<file path="config.mk">
export PLATFORM = sky130hd
export DESIGN_NAME = spi_master_controller
export DESIGN_NICKNAME = d
export VERILOG_FILES = /design/src/verilog/spi_master_pkg.sv /design/src/verilog/spi_shift_if.sv /design/src/verilog/spi_clk_div.sv /design/src/verilog/spi_master_controller.sv /design/src/verilog/spi_shifter.sv
export SDC_FILE = /design/constraint.sdc
export NUM_CORES = 1
export LEC_CHECK = 0
export BUFFER_PORTS_ARGS = -buffer_cell sky130_fd_sc_hd__buf_2
export CORE_MARGIN = 5
export CORE_UTILIZATION = 45
export CTS_CLUSTER_SIZE = 20
export DETAILED_ROUTE_END_ITERATION = 7
export RECOVER_POWER = 50
export SLEW_MARGIN = 20
export SYNTH_ARGS = -nofsm -noshare
export SYNTH_HDL_FRONTEND = slang
export SYNTH_SLANG_ARGS = --single-unit
export TNS_END_PERCENT = 50
</file>
<file path="constraint.sdc">
create_clock -name clock_i -period 3.57 [get_ports clock_i]
set_clock_uncertainty 0.15 [all_clocks]
set_input_delay 0.714 -clock clock_i [delete_from_list [all_inputs] [get_ports clock_i]]
set_output_delay 0.714 -clock clock_i [all_outputs]
set_load 0.01 [all_outputs]
</file>
<file path="src/verilog/spi_master_pkg.sv">
// Shared constants, register map and state type of the serial master
package spi_master_pkg;
   // Register addresses on the special function bus
   localparam logic [7:0] ADDR_CLK_DIV = 8'hD2;
   localparam logic [7:0] ADDR_STATUS = 8'hD3;
   localparam logic [7:0] ADDR_TX_HOLD = 8'hD4;
   localparam logic [7:0] ADDR_RX_HOLD = 8'hD5;
   localparam logic [7:0] ADDR_CTRL = 8'hD6;
   localparam logic [7:0] ADDR_IRQ_EN = 8'hD7;
   // Main control bit positions
   localparam int CTRL_TX_EN = 6;
   localparam int CTRL_RX_EN = 5;
   localparam int CTRL_BLOCK_ON = 4;
   localparam int CTRL_AUTO_SEL = 3;
   localparam int CTRL_LSB_FIRST = 2;
   localparam int CTRL_POL = 1;
   // Reset values and writable masks
   localparam logic [7:0] CTRL_RESET = 8'h00;
   localparam logic [7:0] CTRL_MASK = 8'h7E;
   localparam logic [7:0] IRQ_EN_RESET = 8'h00;
   localparam logic [7:0] IRQ_EN_MASK = 8'h0F;
   localparam logic [7:0] CLK_DIV_RESET = 8'h04;
   localparam logic [7:0] CLK_DIV_MASK = 8'hFC;
   localparam logic [3:0] FLAGS_RESET = 4'h2;
   // Status bit positions
   localparam int STATUS_BUSY = 4;
   localparam int FLAG_TX_END = 3;
   localparam int FLAG_OVERRUN = 2;
   localparam int FLAG_TX_EMPTY = 1;
   localparam int FLAG_RX_FULL = 0;
   // Frame and divider shape
   localparam int FRAME_BITS = 8;
   localparam int DIV_SEL_LSB = 2;
   localparam int DIV_SEL_W = 6;
   // Transfer sequencer states
   typedef enum logic [2:0] {
      ST_IDLE,
      ST_LEAD,
      ST_FIRST,
      ST_SECOND,
      ST_TRAIL
   } state_t;
endpackage : spi_master_pkg

</file>
<file path="src/verilog/spi_shift_if.sv">
// Carrier between the transfer sequencer and the data shifter
`timescale 1ns/1ps
`default_nettype none
interface spi_shift_if #(parameter int WIDTH = 8);
   logic load; // Take a new byte into the shifter
   logic launch; // Present the next bit on the line
   logic sample; // Shift the incoming bit in
   logic lsb_first; // Bit order select
   logic serial_in; // Incoming line level
   logic [WIDTH-1:0] load_byte; // Byte to send
   logic [WIDTH-1:0] shift_byte; // Shifter contents
   logic out_bit; // Registered outgoing bit
   modport ctrl (output load, launch, sample, lsb_first, serial_in,
      load_byte, input shift_byte, out_bit);
   modport shifter (input load, launch, sample, lsb_first, serial_in,
      load_byte, output shift_byte, out_bit);
endinterface : spi_shift_if
`default_nettype wire

</file>
<file path="src/verilog/spi_clk_div.sv">
// Half-period tick generator for the serial clock
`timescale 1ns/1ps
`default_nettype none
module spi_clk_div
   import spi_master_pkg::*;
#(
   parameter int SEL_W = DIV_SEL_W
)(
   // Clock and reset
   input wire logic clock_i,
   input wire logic reset_n_i,
   // Control
   input wire logic run_i,
   input wire logic [SEL_W-1:0] div_sel_i,
   // Tick out
   output logic tick_o
);
   if (SEL_W < 1)
   begin : g_bad_width
      $error("divider select width must be at least one");
   end
   logic [SEL_W:0] half_w; // Cycles per half serial period
   logic [SEL_W:0] cnt_q; // Cycle counter
   logic last_w; // Counter at end of half period
   // Divisor is four times the select, so half is twice it; zero acts as a select of one
   assign half_w = (div_sel_i == '0) ? (SEL_W+1)'(2) : {div_sel_i, 1'b0};
   // Compare with >= so a divider change mid-count cannot overshoot
   assign last_w = cnt_q >= (half_w - (SEL_W+1)'(1));
   assign tick_o = run_i && last_w;
   // Counter restarts whenever the sequencer is idle
   always_ff @(posedge clock_i or negedge reset_n_i)
   begin
      if (!reset_n_i)
         cnt_q <= '0;
      else if (!run_i || last_w)
         cnt_q <= '0;
      else
         cnt_q <= cnt_q + (SEL_W+1)'(1);
   end
endmodule : spi_clk_div
`default_nettype wire

</file>
<file path="src/verilog/spi_master_controller.sv">
// Serial master top: register file, transfer sequencer, flags, pins
`timescale 1ns/1ps
`default_nettype none
module spi_master_controller
   import spi_master_pkg::*;
(
   // Clock and reset
   input wire logic clock_i,
   input wire logic reset_n_i,
   // Special function register bus
   input wire logic [7:0] sfr_addr_i,
   input wire logic [7:0] sfr_wdata_i,
   input wire logic sfr_wr_i,
   input wire logic sfr_rd_i,
   output logic [7:0] sfr_rdata_o,
   // Serial pins
   input wire logic serial_in_pin_i,
   output logic serial_out_pin_o,
   output logic serial_clock_out_o,
   output logic slave_select_out_o,
   // Interrupt request to the processor
   output logic irq_o
);
   localparam int BITS_PER_FRAME = FRAME_BITS;

   ////////////////////////////////////////////////////////////////////////
   // Declarations
   logic [7:0] ctrl_q; // Main control register
   logic [7:0] irq_en_q; // Interrupt enable register
   logic [7:0] clk_div_q; // Clock divider register
   logic [7:0] tx_hold_q; // Transmit holding byte
   logic tx_full_q; // Transmit holding occupied
   logic [7:0] rx_hold_q; // Receive holding byte
   logic rx_full_q; // Receive holding unread
   logic [3:0] flags_q; // Sticky cause flags
   logic [3:0] flags_d; // Next cause flags
   logic [7:0] rdata_q; // Registered read data
   state_t state_q; // Sequencer state
   state_t state_d; // Next sequencer state
   logic [2:0] bit_cnt_q; // Bits sampled this frame
   logic sclk_q; // Serial clock level
   logic ss_q; // Select level, active low
   logic [3:0] samp_cnt_q; // Sample pulses since load

   // Decoded bus strobes
   logic wr_ctrl_w;
   logic wr_irq_en_w;
   logic wr_clk_div_w;
   logic wr_tx_w;
   logic rd_status_w;
   logic rd_rx_w;
   // Control fields
   logic pol_w;
   logic lsb_w;
   logic auto_sel_w;
   logic run_ok_w;
   logic rx_en_w;
   // Sequencer events
   logic tick_w;
   logic start_w;
   logic done_w;
   logic abort_w;
   logic [7:0] status_w;
   logic [7:0] rd_mux_w;
   logic [3:0] set_w;

   spi_shift_if #(.WIDTH(FRAME_BITS)) shx ();

   // Address match used by every strobe
   function automatic logic hit(input logic [7:0] a, input logic [7:0] r);
      hit = (a == r);
   endfunction : hit

   ////////////////////////////////////////////////////////////////////////
   // Bus decode
   assign wr_ctrl_w = sfr_wr_i && hit(sfr_addr_i, ADDR_CTRL);
   assign wr_irq_en_w = sfr_wr_i && hit(sfr_addr_i, ADDR_IRQ_EN);
   assign wr_clk_div_w = sfr_wr_i && hit(sfr_addr_i, ADDR_CLK_DIV);
   assign wr_tx_w = sfr_wr_i && hit(sfr_addr_i, ADDR_TX_HOLD);
   assign rd_status_w = sfr_rd_i && hit(sfr_addr_i, ADDR_STATUS);
   assign rd_rx_w = sfr_rd_i && hit(sfr_addr_i, ADDR_RX_HOLD);

   // Control fields
   assign pol_w = ctrl_q[CTRL_POL];
   assign lsb_w = ctrl_q[CTRL_LSB_FIRST];
   assign auto_sel_w = ctrl_q[CTRL_AUTO_SEL];
   assign rx_en_w = ctrl_q[CTRL_RX_EN];
   // Shifting needs both the block and the transmitter on
   assign run_ok_w = ctrl_q[CTRL_BLOCK_ON] && ctrl_q[CTRL_TX_EN];

   // Status image, busy is live
   assign status_w = {3'h0, state_q != ST_IDLE, flags_q};

   // Read selection; transmit holding is write-only and reads zero
   assign rd_mux_w = hit(sfr_addr_i, ADDR_CTRL) ? ctrl_q :
                     hit(sfr_addr_i, ADDR_IRQ_EN) ? irq_en_q :
                     hit(sfr_addr_i, ADDR_CLK_DIV) ? clk_div_q :
                     hit(sfr_addr_i, ADDR_STATUS) ? status_w :
                     hit(sfr_addr_i, ADDR_RX_HOLD) ? rx_hold_q :
                     8'h00;

   ////////////////////////////////////////////////////////////////////////
   // Configuration registers
   // Writable bits only; reserved bits stay zero
   always_ff @(posedge clock_i or negedge reset_n_i)
   begin
      if (!reset_n_i)
      begin
         ctrl_q <= CTRL_RESET;
         irq_en_q <= IRQ_EN_RESET;
         clk_div_q <= CLK_DIV_RESET;
      end
      else
      begin
         if (wr_ctrl_w)
            ctrl_q <= sfr_wdata_i & CTRL_MASK;
         if (wr_irq_en_w)
            irq_en_q <= sfr_wdata_i & IRQ_EN_MASK;
         if (wr_clk_div_w)
            clk_div_q <= sfr_wdata_i & CLK_DIV_MASK;
      end
   end

   // Read data is registered on the read strobe
   always_ff @(posedge clock_i or negedge reset_n_i)
   begin
      if (!reset_n_i)
         rdata_q <= 8'h00;
      else if (sfr_rd_i)
         rdata_q <= rd_mux_w;
   end
   assign sfr_rdata_o = rdata_q;

   ////////////////////////////////////////////////////////////////////////
   // Holding buffers
   // Start needs a byte waiting and an idle sequencer
   assign start_w = (state_q == ST_IDLE) && run_ok_w && tx_full_q;
   // Frame completes on the tick that ends the trailing half period
   assign done_w = (state_q == ST_TRAIL) && tick_w;
   // Losing the enables drops the frame at once
   assign abort_w = (state_q != ST_IDLE) && !run_ok_w;

   // A write in the load cycle wins, so that byte is not lost
   always_ff @(posedge clock_i or negedge reset_n_i)
   begin
      if (!reset_n_i)
      begin
         tx_hold_q <= 8'h00;
         tx_full_q <= 1'b0;
      end
      else
      begin
         if (wr_tx_w)
            tx_hold_q <= sfr_wdata_i;
         tx_full_q <= wr_tx_w || (tx_full_q && !start_w);
      end
   end

   // Overrun keeps the newest byte; reading clears unread, new byte wins
   always_ff @(posedge clock_i or negedge reset_n_i)
   begin
      if (!reset_n_i)
      begin
         rx_hold_q <= 8'h00;
         rx_full_q <= 1'b0;
      end
      else
      begin
         if (done_w && rx_en_w)
            rx_hold_q <= shx.shift_byte;
         rx_full_q <= (done_w && rx_en_w) || (rx_full_q && !rd_rx_w);
      end
   end

   ////////////////////////////////////////////////////////////////////////
   // Cause flags and interrupt
   // Hardware set wins over the clear by a status read
   assign set_w[FLAG_TX_END] = done_w && !tx_full_q;
   assign set_w[FLAG_OVERRUN] = done_w && rx_en_w && rx_full_q;
   assign set_w[FLAG_TX_EMPTY] = start_w;
   assign set_w[FLAG_RX_FULL] = done_w && rx_en_w;
   assign flags_d = set_w | (flags_q & ~{4{rd_status_w}});

   always_ff @(posedge clock_i or negedge reset_n_i)
   begin
      if (!reset_n_i)
         flags_q <= FLAGS_RESET;
      else
         flags_q <= flags_d;
   end

   // One request line for all enabled causes
   assign irq_o = |(flags_q & irq_en_q[3:0]);

   ////////////////////////////////////////////////////////////////////////
   // Clock divider and shifter
   spi_clk_div #(.SEL_W(DIV_SEL_W)) u_div (
      .clock_i(clock_i),
      .reset_n_i(reset_n_i),
      .run_i(state_q != ST_IDLE),
      .div_sel_i(clk_div_q[DIV_SEL_LSB +: DIV_SEL_W]),
      .tick_o(tick_w)
   );

   spi_shifter #(.WIDTH(FRAME_BITS)) u_shift (
      .clock_i(clock_i),
      .reset_n_i(reset_n_i),
      .sh(shx.shifter)
   );

   assign shx.load = start_w;
   assign shx.load_byte = tx_hold_q;
   assign shx.lsb_first = lsb_w;
   assign shx.serial_in = serial_in_pin_i;
   // Launch on the first edge of every bit period
   assign shx.launch = tick_w && !abort_w &&
      (state_q == ST_LEAD || state_q == ST_SECOND);
   // Sample on the second edge
   assign shx.sample = tick_w && !abort_w && (state_q == ST_FIRST);

   ////////////////////////////////////////////////////////////////////////
   // Transfer sequencer
   // Next state on each half-period tick; idle leaves on start, abort returns to idle at once
   always_comb
   begin
      state_d = state_q;
      case (state_q)
         ST_IDLE:
            if (start_w)
               state_d = ST_LEAD;
         ST_LEAD:
            if (tick_w)
               state_d = ST_FIRST;
         ST_FIRST:
            if (tick_w)
               state_d = (bit_cnt_q == 3'(BITS_PER_FRAME - 1)) ?
                         ST_TRAIL : ST_SECOND;
         ST_SECOND:
            if (tick_w)
               state_d = ST_FIRST;
         ST_TRAIL:
            if (tick_w)
               state_d = ST_IDLE;
         default:
            state_d = ST_IDLE;
      endcase
      if (abort_w)
         state_d = ST_IDLE;
   end

   // State, bit count, clock level and select
   always_ff @(posedge clock_i or negedge reset_n_i)
   begin
      if (!reset_n_i)
      begin
         state_q <= ST_IDLE;
         bit_cnt_q <= 3'h0;
         sclk_q <= 1'b0;
         ss_q <= 1'b1;
      end
      else
      begin
         state_q <= state_d;
         if (start_w)
            bit_cnt_q <= 3'h0;
         else if (shx.sample)
            bit_cnt_q <= bit_cnt_q + 3'h1;
         // Active level on launch, idle level otherwise
         if (shx.launch)
            sclk_q <= !pol_w;
         else if (shx.sample || state_q == ST_IDLE || abort_w)
            sclk_q <= pol_w;
         // Select is sampled once per frame, so clearing waits for the end
         if (start_w)
            ss_q <= !auto_sel_w;
         else if (done_w || abort_w || state_q == ST_IDLE)
            ss_q <= 1'b1;
      end
   end

   assign serial_clock_out_o = sclk_q;
   assign slave_select_out_o = ss_q;
   assign serial_out_pin_o = shx.out_bit;

   // Sample count since load, read by checks only
   always_ff @(posedge clock_i or negedge reset_n_i)
   begin
      if (!reset_n_i)
         samp_cnt_q <= 4'h0;
      else if (start_w)
         samp_cnt_q <= 4'h0;
      else if (shx.sample)
         samp_cnt_q <= samp_cnt_q + 4'h1;
   end
endmodule : spi_master_controller
`default_nettype wire

</file>
<file path="src/verilog/spi_shifter.sv">
// Data shift register with selectable bit order
`timescale 1ns/1ps
`default_nettype none
module spi_shifter #(
   parameter int WIDTH = 8
)(
   // Clock and reset
   input wire logic clock_i,
   input wire logic reset_n_i,
   // Sequencer side
   spi_shift_if.shifter sh
);
   if (WIDTH < 2)
   begin : g_bad_width
      $error("shifter width must be at least two");
   end
   logic [WIDTH-1:0] sh_q; // Shift register
   logic out_q; // Outgoing bit
   logic [WIDTH-1:0] shifted_w; // Next value after a sample
   assign shifted_w = sh.lsb_first ? {sh.serial_in, sh_q[WIDTH-1:1]}
                                   : {sh_q[WIDTH-2:0], sh.serial_in};
   assign sh.shift_byte = sh_q;
   assign sh.out_bit = out_q;
   // Load, launch and sample never coincide
   always_ff @(posedge clock_i or negedge reset_n_i)
   begin
      if (!reset_n_i)
      begin
         sh_q <= '0;
         out_q <= 1'b0;
      end
      else
      begin
         if (sh.load)
            sh_q <= sh.load_byte;
         else if (sh.sample)
            sh_q <= shifted_w;
         if (sh.launch)
            out_q <= sh.lsb_first ? sh_q[0] : sh_q[WIDTH-1];
      end
   end
endmodule : spi_shifter
`default_nettype wire
</file>
==> metrics.md <==
| Metric | Value |
|---|---|
| Outcome | complete, but fails checks |
| Failing checks | max-capacitance violations, max-slew violations |
| R2r startpoint | clk_div_q[3] |
| Synth cell types | 55 |
| CP Capture Type | flip-flop |
| Ports | 33 |
| Min-delay worst type | reg2reg |
| GR Util met2 | 25.9% |
| Fin cells | 458 |
| Worst setup margin | 559 ps |
| Critical path startpoint | clk_div_q[3] |
| Setup bufs post-CTS | 0 |
| Cell area after synthesis | 3570 um2 |
| Leak pwr | 0.00190 uW |
| Most common cell after layout, fill and taps aside | dfrtp_1 |
| Worst R2R Setup Slack | 560 ps |
| Global route overflow | 0 |
| Achievable Freq | 0.332 GHz |
| Design Area, Final | 4050 um2 |
| First-pass GRT wire length | 13600 um |
| Clk Latency, worst-skew pair | 350 ps |
| DIE HEIGHT | 99.1 um |
| Worst R2R Path Depth | 9 |
| Area growth, synth to finish | 13.5% |
| Register area share after synthesis | 49.2% |
| Fill cells | 697 |
| Main flop type after synthesis | dfrtp_1 |
| Die ar. | 9820 um2 |
| Place WS | 562 ps |
| Final min period | 3010 ps |
| FP Rows | 32 |
| Chip Width | 99.1 um |
| Starting Density | 46.2% |
| Layout net count | 381 |
| Hpwl dp | 5670 um |
| Mapped Nets | 349 |
| Final hold violations | 0 |
| H-tree depth | 3 |
| TritonCTS Buffers | 9 |
| Worst Hold Launch | flags_q[1] |
| Crit Path Max Fanout | 11 |
| Met3 GRT Util | 3.04% |
| WHS Path Cells | 2 |
| Fin Setup TNS | 0 ps |
| Busiest grt layer | met2 |
| Hold EP | flags_q[1] |
| Placed insts | 442 |
| Worst-margin pin slew | 1700 ps |
| CP peak stage delay | 460 ps |
| WP data arrival | 3090 ps |
| Vias per inst | 5.57 |
| Core area | 7730 um2 |
| Synthesis Warnings | 0 |
| CP Class | reg2reg |
| Slew HR | -13.2% |
| Worst path bufs/invs | 0 |
| Sink Count | 70 |
| Post-synthesis cell count | 319 |
| Ys async rst share | 100% |
| Worst VDD drop | 0.211 mV |
| Endpoints failing setup | 0 |
| Total of cells resized after clock tree synthesis | 0 |
| Worst r2r dst | rx_hold_q[4] |
| EDFF count, synth | 0 |
| Initial antenna violation count | 0 |
| GR Util met1 | 25.6% |
| Vias in the first global route | 2530 |
| Worst-path cell chain | or3_1, nor3_1, a21oi_1, ha_1, a21oi_1, nor2_1, or3_1, nand3_2, mux2_2 |
| CP max stage cell | or3_1 |
| Post-synth top area cell | dfrtp_1 |
| Longest Clk Path Bufs | 2 |
| Worst setup SP type | flip-flop |
| Post-synthesis register bit count | 70 |
| DRT Pass-1 Iters | 4 |
| Tcrit/Tclk final | 84.3% |
| CTS tree | yes |
| Antenna diodes | 0 |
| Ranking of synthesized cells by area | dfrtp_1 (47%), mux2_2 (12%), nand2_1 (3.4%), ha_1 (3.2%), nor2_1 (2.7%) |
| Root Buffer Master | clkbuf_8 |
| Largest net degree at the start of global routing | 71 |
| Total GRT Usage | 17.6% |
| Share of layout cells above drive strength 1 | 29.2% |
| Worst-path clk slew | 80 ps |
| Slew Limit Fails | 71 |
| Drt wl/cell | 17.3 um |
| Port Buf Inserts | 32 |
| Drt total wl | 7900 um |
| RSZ-0062 raised after global routing | false |
| Area after DPL | 3790 um2 |
| Top-area cell type share of the netlist area | 47.0% |
| # hold bufs at CTS | 0 |
| Most frequent cells in the layout | dfrtp_1 (67), mux2_2 (39), nand2_1 (32), buf_2 (27), nor2_1 (26) |
| Area of the multi-input gates | 1690 um2 |
| PwrDens | 449 nW/um2 |
| Vias post-DR | 2552 |
| Avg Cell Area, Syn | 11.2 um2 |
| DRC violations left | 0 |
| Maxcap violations | 1 |
| Register Area | 1760 um2 |
| Initial DRC count | 111 |
| Final ANT Viol Nets | 0 |
| Top delay family on crit path | simple AND/OR/NAND/NOR gates |
| Required @ worst endpoint | 3650 ps |
| RePlAce Congestion | 0.831 |
power breakdown:
part	switching, uW	internal [uW]	leakage [uW]
Clock	307	553	0.000132
Sequential	22.0	816	0.000940
Combinational	70.5	52.4	0.000829
Total	400	1420	0.00190
stage by stage:
stage               power (uW)  utilization [%]  hold WS (ps)
floorplan                  920                -           268
global placement           976             49.1           309
detailed placement         978             49.1           312
CTS                       1840             52.6           325
global route              1890             52.5           346
finish                    1820             52.5           328
sequential cells by signal, indices dropped and copies added (netlist names):
signal,flops
bit_cnt_q,3
clk_div_q,6
ctrl_q,6
flags_q,4
irq_en_q,4
rx_full_q,1
rx_hold_q,8
serial_clock_out_o,1
sfr_rdata_o,8
shx.load_byte,8
slave_select_out_o,1
state_q,3
tx_full_q,1
u_div.cnt_q,7
u_shift.sh.out_bit,1
u_shift.sh.shift_byte,8
cell type report:
class	instances	share of cell area (%)
flip-flops and latches	70	43.3
clock inverters	6	3.27
repair buffers	34	4.10
multi-input cells	223	41.6
clock buffers	10	3.40
well taps	102	3.15
inverters	13	1.20
how the worst max path moves through the flow:
stage,endpoint,depth (start not counted)
2_1_floorplan,rx_hold_q[2],11
3_3_place_gp,u_shift.sh.shift_byte[4],9
3_5_place_dp,rx_hold_q[3],9
4_1_cts,rx_hold_q[4],9
5_1_grt,u_shift.sh.shift_byte[7],10
6_report,rx_hold_q[4],9
worst min-delay path, delay by kind of cell (launching register included):
family | cells | cell delay [ps]
flip-flops | 1 | 380
AND/OR/NAND/NOR | 2 | 100
cell usage after synthesis (all sizes together), types with 2 or more instances:
library cell,n
a22o,2
mux2i,9
a22oi,6
a21oi,8
clkbuf,5
ha,9
a2bb2oi,2
nand2b,3
buf,8
nor4b,2
a21o,3
xor2,2
and3,3
inv,13
o221a,5
a221o,3
nand2,33
xnor2,3
nor2,27
or3,2
o21ai,14
dfrtp,67
dfstp,3
nand3,10
a31oi,2
nor3,7
nor2b,5
nand4,5
mux2,41
o22ai,2
cells by family (layout without fill, tap and decap cells):
| group | count (synthesis) | after routing | share of synthesized area (%) |
|---|---|---|---|
| AOI/OAI and AO/OA | 56 | 56 | 11.4 |
| adders and majority gates | 9 | 9 | 3.15 |
| and+or+nand+nor | 102 | 102 | 15.4 |
| muxes | 51 | 51 | 16.1 |
| DFF | 70 | 70 | 49.2 |
| xor gates and xnor gates | 5 | 5 | 1.23 |
| buffers and inverters | 26 | 63 | 3.64 |
routing by layer:
metal	up-vias	wire, um	share of wire, %
met1	1275	3750	47
met5	-	0	0
met4	0	135	1.7
met2	51	3640	46
li1	1214	-	-
met3	12	380	4.8
(Power assumes the default switching activity.)
